### src/alarm_irq_pkg.sv
// Purpose: shared constants of the alarm interrupt aggregator
// Assumes: APB with 32-bit data, one register per aligned word
// Notes:   register byte address is four times its index
package alarm_irq_pkg;

   localparam int unsigned ADDR_W = 12;
   localparam int unsigned IDX_W  = 10;
   localparam int unsigned REG_W  = 8;

   // register indices; byte address = 4 * index
   localparam logic [9:0] IDX_LIVE_INPUT  = 10'h00d;
   localparam logic [9:0] IDX_LIVE_LOOP   = 10'h00e;
   localparam logic [9:0] IDX_FLAG_XTAL   = 10'h011;
   localparam logic [9:0] IDX_FLAG_INPUT  = 10'h012;
   localparam logic [9:0] IDX_FLAG_LOOP   = 10'h013;
   localparam logic [9:0] IDX_MASK_XTAL   = 10'h017;
   localparam logic [9:0] IDX_MASK_INPUT  = 10'h018;
   localparam logic [9:0] IDX_MASK_LOOP   = 10'h019;

   // field positions inside the 8-bit registers
   localparam int unsigned LOS_LSB  = 0;
   localparam int unsigned OOF_LSB  = 4;
   localparam int unsigned XTAL_BIT = 1;
   localparam int unsigned LOL_LSB  = 0;
   localparam int unsigned HOLD_LSB = 4;

   // positions in the packed source vector
   localparam int unsigned SRC_INPUT = 0;
   localparam int unsigned SRC_XTAL  = 8;
   localparam int unsigned SRC_LOOP  = 9;
   localparam int unsigned N_SRC     = 17;

   // reset values
   localparam logic [7:0] MASK_RST = 8'hff;
   localparam logic [7:0] FLAG_RST = 8'h00;

endpackage

### src/sticky_flag_bank.sv
// Purpose: bank of sticky alarm flags, set on alarm rise
// Assumes: alarms are synchronous to pclk
// Notes:   a clear request is refused while its alarm is active
`timescale 1ns/100ps
`default_nettype none
module sticky_flag_bank #(
   parameter int unsigned WIDTH = 17
) (
   input  wire logic             pclk,
   input  wire logic             presetn,
   input  wire logic [WIDTH-1:0] alarm,
   input  wire logic [WIDTH-1:0] clr_req,
   output var  logic [WIDTH-1:0] flag
);

   logic [WIDTH-1:0] alarm_prev;
   logic [WIDTH-1:0] rise;
   logic [WIDTH-1:0] clr_ok;

   assign rise   = alarm & ~alarm_prev;
   // an active alarm blocks its own clear
   assign clr_ok = clr_req & ~alarm;

   always_ff @(posedge pclk or negedge presetn) begin
      if (!presetn) begin
         alarm_prev <= '0;
      end else begin
         alarm_prev <= alarm;
      end
   end

   // set wins over clear in the same cycle
   always_ff @(posedge pclk or negedge presetn) begin
      if (!presetn) begin
         flag <= '0;
      end else begin
         flag <= (flag & ~clr_ok) | rise;
      end
   end
endmodule
`default_nettype wire

### src/alarm_interrupt_aggregator.sv
// Purpose: sticky alarm flags, masks and an active-low interrupt pin
// Assumes: APB slave on pclk; alarm inputs synchronous to pclk
// Notes:   pready rises one cycle into the access phase
//
// Added by the designer: the APB slave port.
`timescale 1ns/100ps
`default_nettype none
module alarm_interrupt_aggregator
(
   input  wire logic                             pclk,
   input  wire logic                             presetn,
   input  wire logic                             psel,
   input  wire logic                             penable,
   input  wire logic                             pwrite,
   input  wire logic [alarm_irq_pkg::ADDR_W-1:0] paddr,
   input  wire logic [31:0]                      pwdata,
   input  wire logic [3:0]                       pstrb,
   output var  logic [31:0]                      prdata,
   output var  logic                             pready,
   output var  logic                             pslverr,
   input  wire logic [3:0]                       signal_loss_alarm,
   input  wire logic [3:0]                       freq_offset_alarm,
   input  wire logic                             crystal_loss_alarm,
   input  wire logic [3:0]                       lock_loss_alarm,
   input  wire logic [3:0]                       holdover_alarm,
   output var  logic                             irq_out_n
);
   import alarm_irq_pkg::*;

   logic [REG_W-1:0] crystal_alarm_irq_mask;
   logic [REG_W-1:0] input_alarm_irq_mask;
   logic [REG_W-1:0] loop_alarm_irq_mask;
   logic [N_SRC-1:0] alarm_vec;
   logic [N_SRC-1:0] sticky_alarm_flag;
   logic [N_SRC-1:0] clr_req;
   logic [N_SRC-1:0] irq_mask_bit;
   logic [N_SRC-1:0] pending;
   logic [IDX_W-1:0] idx;
   logic             access;
   logic             wr_take;
   logic             lane0;
   logic             bad_addr;
   logic [REG_W-1:0] rd_val;

   function automatic logic known_idx(input logic [IDX_W-1:0] i);
      return i inside {IDX_LIVE_INPUT, IDX_LIVE_LOOP, IDX_FLAG_XTAL,
                       IDX_FLAG_INPUT, IDX_FLAG_LOOP, IDX_MASK_XTAL,
                       IDX_MASK_INPUT, IDX_MASK_LOOP};
   endfunction

   function automatic logic wr_to(input logic [IDX_W-1:0] i,
                                  input logic [IDX_W-1:0] target,
                                  input logic             take);
      return take && (i == target);
   endfunction

   assign idx      = paddr[ADDR_W-1:2];
   assign access   = psel & penable;
   assign lane0    = pstrb[0];
   // writes land only at the completing edge and only on byte lane 0
   assign wr_take  = access & pready & pwrite & lane0 & ~pslverr;
   assign bad_addr = ~known_idx(idx) | (paddr[1:0] != 2'h0);

   assign alarm_vec = {holdover_alarm, lock_loss_alarm,
                       crystal_loss_alarm,
                       freq_offset_alarm, signal_loss_alarm};

   assign irq_mask_bit = {loop_alarm_irq_mask,
                          crystal_alarm_irq_mask[XTAL_BIT],
                          input_alarm_irq_mask};

   assign pending = sticky_alarm_flag & ~irq_mask_bit;

   // a zero bit in the written data asks for a clear; a one is ignored
   always_comb begin
      clr_req = '0;
      if (wr_to(idx, IDX_FLAG_INPUT, wr_take)) begin
         clr_req[SRC_INPUT +: REG_W] = ~pwdata[REG_W-1:0];
      end
      if (wr_to(idx, IDX_FLAG_XTAL, wr_take)) begin
         clr_req[SRC_XTAL] = ~pwdata[XTAL_BIT];
      end
      if (wr_to(idx, IDX_FLAG_LOOP, wr_take)) begin
         clr_req[SRC_LOOP +: REG_W] = ~pwdata[REG_W-1:0];
      end
   end

   sticky_flag_bank #(
      .WIDTH (N_SRC)
   ) u_flags (
      .pclk    (pclk),
      .presetn (presetn),
      .alarm   (alarm_vec),
      .clr_req (clr_req),
      .flag    (sticky_alarm_flag)
   );

   always_ff @(posedge pclk or negedge presetn) begin
      if (!presetn) begin
         crystal_alarm_irq_mask <= MASK_RST;
      end else if (wr_to(idx, IDX_MASK_XTAL, wr_take)) begin
         crystal_alarm_irq_mask <= pwdata[REG_W-1:0];
      end
   end

   always_ff @(posedge pclk or negedge presetn) begin
      if (!presetn) begin
         input_alarm_irq_mask <= MASK_RST;
      end else if (wr_to(idx, IDX_MASK_INPUT, wr_take)) begin
         input_alarm_irq_mask <= pwdata[REG_W-1:0];
      end
   end

   always_ff @(posedge pclk or negedge presetn) begin
      if (!presetn) begin
         loop_alarm_irq_mask <= MASK_RST;
      end else if (wr_to(idx, IDX_MASK_LOOP, wr_take)) begin
         loop_alarm_irq_mask <= pwdata[REG_W-1:0];
      end
   end

   // pin is registered, so it trails the flags by one cycle
   always_ff @(posedge pclk or negedge presetn) begin
      if (!presetn) begin
         irq_out_n <= 1'b1;
      end else begin
         irq_out_n <= ~|pending;
      end
   end

   always_comb begin
      rd_val = FLAG_RST;
      unique case (idx)
         IDX_LIVE_INPUT: begin
            rd_val = {freq_offset_alarm, signal_loss_alarm};
         end
         IDX_LIVE_LOOP: begin
            rd_val = {holdover_alarm, lock_loss_alarm};
         end
         IDX_FLAG_XTAL: begin
            rd_val[XTAL_BIT] = sticky_alarm_flag[SRC_XTAL];
         end
         IDX_FLAG_INPUT: begin
            rd_val = sticky_alarm_flag[SRC_INPUT +: REG_W];
         end
         IDX_FLAG_LOOP: begin
            rd_val = sticky_alarm_flag[SRC_LOOP +: REG_W];
         end
         IDX_MASK_XTAL: begin
            rd_val = crystal_alarm_irq_mask;
         end
         IDX_MASK_INPUT: begin
            rd_val = input_alarm_irq_mask;
         end
         IDX_MASK_LOOP: begin
            rd_val = loop_alarm_irq_mask;
         end
         default: begin
            rd_val = FLAG_RST;
         end
      endcase
   end

   // one wait state keeps read data and the error flag registered
   always_ff @(posedge pclk or negedge presetn) begin
      if (!presetn) begin
         pready <= 1'b0;
      end else begin
         pready <= access & ~pready;
      end
   end

   always_ff @(posedge pclk or negedge presetn) begin
      if (!presetn) begin
         pslverr <= 1'b0;
      end else begin
         pslverr <= access & ~pready & bad_addr;
      end
   end

   always_ff @(posedge pclk or negedge presetn) begin
      if (!presetn) begin
         prdata <= 32'h0000_0000;
      end else if (access & ~pready & ~pwrite & ~bad_addr) begin
         prdata <= {24'h00_0000, rd_val};
      end else begin
         prdata <= 32'h0000_0000;
      end
   end
endmodule
`default_nettype wire

### config.mk
export PLATFORM = sky130hd
export DESIGN_NAME = alarm_interrupt_aggregator
export DESIGN_NICKNAME = d
export VERILOG_FILES = /design/src/alarm_irq_pkg.sv /design/src/sticky_flag_bank.sv /design/src/alarm_interrupt_aggregator.sv
export SDC_FILE = /design/constraint.sdc
export NUM_CORES = 1
export LEC_CHECK = 0
export BUFFER_PORTS_ARGS = -buffer_cell sky130_fd_sc_hd__buf_4
export CORE_UTILIZATION = 55
export DETAILED_ROUTE_END_ITERATION = 10
export HOLD_SLACK_MARGIN = 0.08
export PLACE_DENSITY = 0.85
export SETUP_SLACK_MARGIN = 0.02
export SKIP_CTS_REPAIR_TIMING = 1
export SLEW_MARGIN = 15
export SYNTH_ARGS = -nofsm -noshare
export SYNTH_HDL_FRONTEND = slang
export SYNTH_SLANG_ARGS = --single-unit
### constraint.sdc
create_clock -name pclk -period 4.15 [get_ports pclk]
set_input_delay 0.415 -clock pclk [delete_from_list [all_inputs] [get_ports pclk]]
set_output_delay 0.415 -clock pclk [all_outputs]
set_load 0.05 [all_outputs]
======== Yosys cells after proc, flatten, opt, wreduce, memory -nomap -nowiden ========
Cells that the tools add are included.
Widths: inputs -> output; s select.
cells by class
  eq/ne operators ......................... 8
  bitwise operators ....................... 26
  reductions and logical operators ........ 10
  muxes and demuxes ....................... 7
operator list
  cell                 count
  $and 17x17->17       4
  $not 17->17          4
  $eq 10x5->1 const B  6
  $pmux 6 s7           1
  $mux 8               3
  $eq 10x4->1 const B  2
  $or 17x17->17        1
  $reduce_or 17->1     1
  $and 1x1->1          9
  $not 8->8            1
  $pmux 1 s8           1
  $reduce_bool 8->1    1
  $pmux 1 s7           1
  $logic_and 1x1->1    6
  $not 1->1            6
  $reduce_bool 2->1    1
  $logic_not 1->1      1
  $mux 1               1
  $or 1x1->1           1
word-level totals
  input bits .............................. 70
  output and inout bits ................... 35
  bits in registers ....................... 93

======== Logic depth before layout (Yosys ltp) ========
  word-level depth ........................ 11
  mapped depth ............................ 6

======== By module ========
Synthesis repeated with hierarchy kept, for this count alone.
second synthesis, totals
  cells, all modules ...................... 320
  area total of the unflattened synthesis .. 3498.4 um^2
by module, submodules not included
  module                      area each (um^2)  seq. area each (um^2)  cells an instance  times used
  alarm_interrupt_aggregator  2328.5            907.1                  235                1
  sticky_flag_bank            1169.9            850.8                  85                 1

======== Worst setup path after synthesis ========
OpenSTA, ideal clock, no wires.
  path kind ............................... input to register
  from .................................... input port paddr[7] (netlist name)
  to ...................................... register loop_alarm_irq_mask[0]
  arrival time ............................ 1.954 ns
  slack ................................... 2.114 ns
  data required time ...................... 4.068 ns
  setup time .............................. 0.082 ns
  path buffers ............................ 2
  stages on the path ...................... 6
  cell sequence ........................... or4b_1 buf_2 nor2_1 and4_1 buf_2 mux2_2
on the way
  cells in the longest elaborated chain, start to end .. 2
ends and longest elaborated chain
  item                  line                               text
  from (decl)           alarm_interrupt_aggregator.sv:15   input wire logic [alarm_irq_pkg::ADDR_W-1:0] paddr,
  $eq 10x5->1           alarm_interrupt_aggregator.sv:54   return take && (i == target);
  $logic_and 1x1->1     alarm_interrupt_aggregator.sv:54
  to (signal assigned)  alarm_interrupt_aggregator.sv:118  loop_alarm_irq_mask <= pwdata[REG_W-1:0];
  to (decl)             alarm_interrupt_aggregator.sv:32   logic [REG_W-1:0] loop_alarm_irq_mask;
Every way passes these cells.
A chain may end at the register's enable or synchronous reset.

======== Final worst setup path ========
  from .................................... input port paddr[7] (netlist name)
  to ...................................... register u_flags.flag[5]
on the way
  cells in the longest elaborated chain, start to end .. 7
ends and longest elaborated chain
  item                  line                              text
  $eq 10x5->1           alarm_interrupt_aggregator.sv:54
  $logic_and 1x1->1     alarm_interrupt_aggregator.sv:54
  $mux 8                alarm_interrupt_aggregator.sv:77  if (wr_to(idx, IDX_FLAG_INPUT, wr_take)) begin
  $and 17x17->17        sticky_flag_bank.sv:22            assign clr_ok = clr_req & ~alarm;
  $not 17->17           sticky_flag_bank.sv:37            flag <= (flag & ~clr_ok) | rise;
  $and 17x17->17        sticky_flag_bank.sv:37
  $or 17x17->17         sticky_flag_bank.sv:37
  to (signal assigned)  sticky_flag_bank.sv:37
  to (decl)             sticky_flag_bank.sv:13            output var logic [WIDTH-1:0] flag
Every way passes these cells.

==> reports/metrics.cfg <==
[worst_setup_path]
crit_type=in2reg
r2r-start=pslverr
cp_max_fo=8
rr_worst_depth=4
ff2ff_setup_slack_ps=2240
cp.arrival_ps=2530
startpoint_type=primary input
crit_required_ps=4330
timing.rr.end=u_flags.flag[5]
end_kind=register

[sta]
relSlewSlack=0.296
hold_viol=0
fin_worst_skew_ps=4.76
drv_slew=0
finalSetupViolCount=0
fmax_mhz=427
tightest_slew_ps=1050
period_needed_ps=2340
period_share=0.565
finalSetupTns_ps=0
rsz0062_at_grt=false

[cts]
htree_levels=3
clockBufferDepth=2
cts-root-buf=clkbuf_8
cts_sinks=69
path_clk_slew_ps=70
cts_buffers=9
cts_tree=done
clkLatencyLatePin_ps=350

[final_layout]
fin_area_mm2=0.00398
final_nets=437
n_antenna_cell=0
area_delta_synth_final_pct=17.1
final_cells=447
fillers=466
drive_above_1_share=0.336

[job]
maxCapViolCount=0

[detailed_routing]
first_pass_iters=5
ant_nets=0
wl_per_cell_um=17.6
wirelength_um=7880
dr_total_vias=2618
via_per_inst=5.86
drc=0
drt_iter0_markers=143

[floorplanning]
dieArea_mm2=0.00650
ios=105
row_count=28
die_x_um=80.6
start_util=0.571
die-height_um=80.6
coreArea_mm2=0.00596

[global_route]
grt_usage=0.260
overflow=0
grt_start_max_net_pins=70
antenna_found_initial=0
grt_pass1_vias=2547
grt_pass1_wl_um=12100

[yosys]
synthCells=313
yosysTopAreaCell=dfrtp_1
synth_edf_count=0
yosysTopAreaCellShare=0.324
yosys_warnings=0
syn_area_mm2=0.00340
synth_seq_cells=69
synth_area_leaders=dfrtp_1 (32%), dfstp_2 (19%), mux2_2 (7.9%)
ys_seq_area_frac=0.517
postSynthAreaPerCell_um2=10.9
synthFlopType=dfrtp_1
async_reset_ff_frac=1.00
ys_types=42

[placed_design]
dp_hpwl_um=5300
io_buffers=53
placed_area_mm2=0.00377
placedCellCount=431
routabilityCongestion=0.866

[power_and_ir_drop]
irDropWorstVdd_v=0.000240
leakagePower_nw=1.85
power.density_mw_per_mm2=354

[status]
outcome=finished, final reports clean

[min_path]
hold_class=in2async

through the flow:
| step | hold slack, ps | setup slack [ps] | util | power [mW] |
|---|---|---|---|---|
| global placement | 470 | 1600 | 0.633 | 0.847 |
| detailed placement | 495 | 1520 | 0.633 | 0.850 |
| global route | 169 | 1720 | 0.668 | 1.46 |
| CTS | 173 | 1880 | 0.668 | 1.42 |
| finish | 160 | 1810 | 0.668 | 1.41 |
| floorplan | 119 | 2110 | - | 0.801 |
synth_stat cells (4+ instances only):
cell type / n
dfrtp_1: 44
a21oi_1: 34
inv_1: 31
dfstp_2: 25
buf_4: 24
mux2_2: 24
nor2_1: 22
a22oi_1: 15
a211oi_1: 8
a22o_1: 8
clkbuf_1: 8
mux2i_1: 8
o2bb2ai_1: 7
nor3_1: 6
nand2b_1: 5
o22ai_1: 5
nand2_1: 4
how the worst max path moves through the flow:
stage	depth (start not counted)	endpoint	start
after global routing	5	u_flags.flag[5]	paddr[7]
after global placement	5	u_flags.flag[2]	paddr[7]
after detailed placement	5	u_flags.flag[4]	paddr[7]
after floorplan	6	loop_alarm_irq_mask[0]	paddr[7]
final	5	u_flags.flag[5]	paddr[7]
after CTS	5	u_flags.flag[4]	paddr[7]
report_power, final:
part / internal [mW] / total, mW / switching, mW
sequential: 0.683 / 0.686 / 0.00283
clock: 0.326 / 0.571 / 0.245
combinational: 0.0440 / 0.153 / 0.109
total: 1.05 / 1.41 / 0.357
flip-flops by register name (all words and copies together) (netlist names):
register and count:
u_flags.alarm_prev 17, u_flags.flag 17, crystal_alarm_irq_mask 8, input_alarm_irq_mask 8, loop_alarm_irq_mask 8, prdata 8
irq_out_n 1, pready 1, pslverr 1
metal layers:
| layer | share of wire | vias to the layer above | global-route usage |
|---|---|---|---|
| met1 | 0.42 | 1292 | 0.317 |
| met3 | 0.075 | 16 | 0.0693 |
| met5 | 0 | - | 0 |
| met4 | 0.023 | 0 | 0.139 |
| met2 | 0.49 | 127 | 0.417 |
| li1 | - | 1183 | - |
cells in the final DEF, fill, tap and decap left out, types with 2 or more instances in the layout:
| cell | count |
|---|---|
| a211oi_1 | 8 |
| a21oi_1 | 34 |
| a222oi_1 | 2 |
| a22o_1 | 8 |
| a22oi_1 | 15 |
| and3_1 | 2 |
| buf_4 | 55 |
| clkbuf_8 | 12 |
| conb_1 | 24 |
| dfrtp_1 | 44 |
| dfstp_2 | 25 |
| inv_1 | 31 |
| mux2_2 | 24 |
| mux2i_1 | 8 |
| nand2_1 | 4 |
| nand2b_1 | 5 |
| nand3b_1 | 3 |
| nor2_1 | 22 |
| nor2b_1 | 3 |
| nor3_1 | 6 |
| nor4bb_1 | 2 |
| o21ai_0 | 2 |
| o22ai_1 | 5 |
| o2bb2ai_1 | 7 |
| or4b_1 | 2 |
worst max-delay path, cell delays in order:
cell,delay (ps)
buf_4,110
or4b_1,690
nor4_2,410
nor3b_2,740
a21oi_1,160
cells by family after synthesis:
group | after synthesis | synth area share
other | 1 | 0.00110
AOI/OAI and AO/OA | 85 | 0.168
buffers and inverters | 66 | 0.100
DFF | 69 | 0.517
and+or+nand+nor | 60 | 0.110
muxes | 32 | 0.103
area by class of cell:
class,count,area [µm²],share of cell area
well taps,75,93.8,0.0236
repair buffers,55,413,0.104
multi-input cells,201,1390,0.349
clock inverters,3,42.5,0.0107
inverters,31,116,0.0292
clock buffers,13,169,0.0424
flip-flops and latches,69,1760,0.442
No activity file was read; power rests on OpenSTA's default activity.
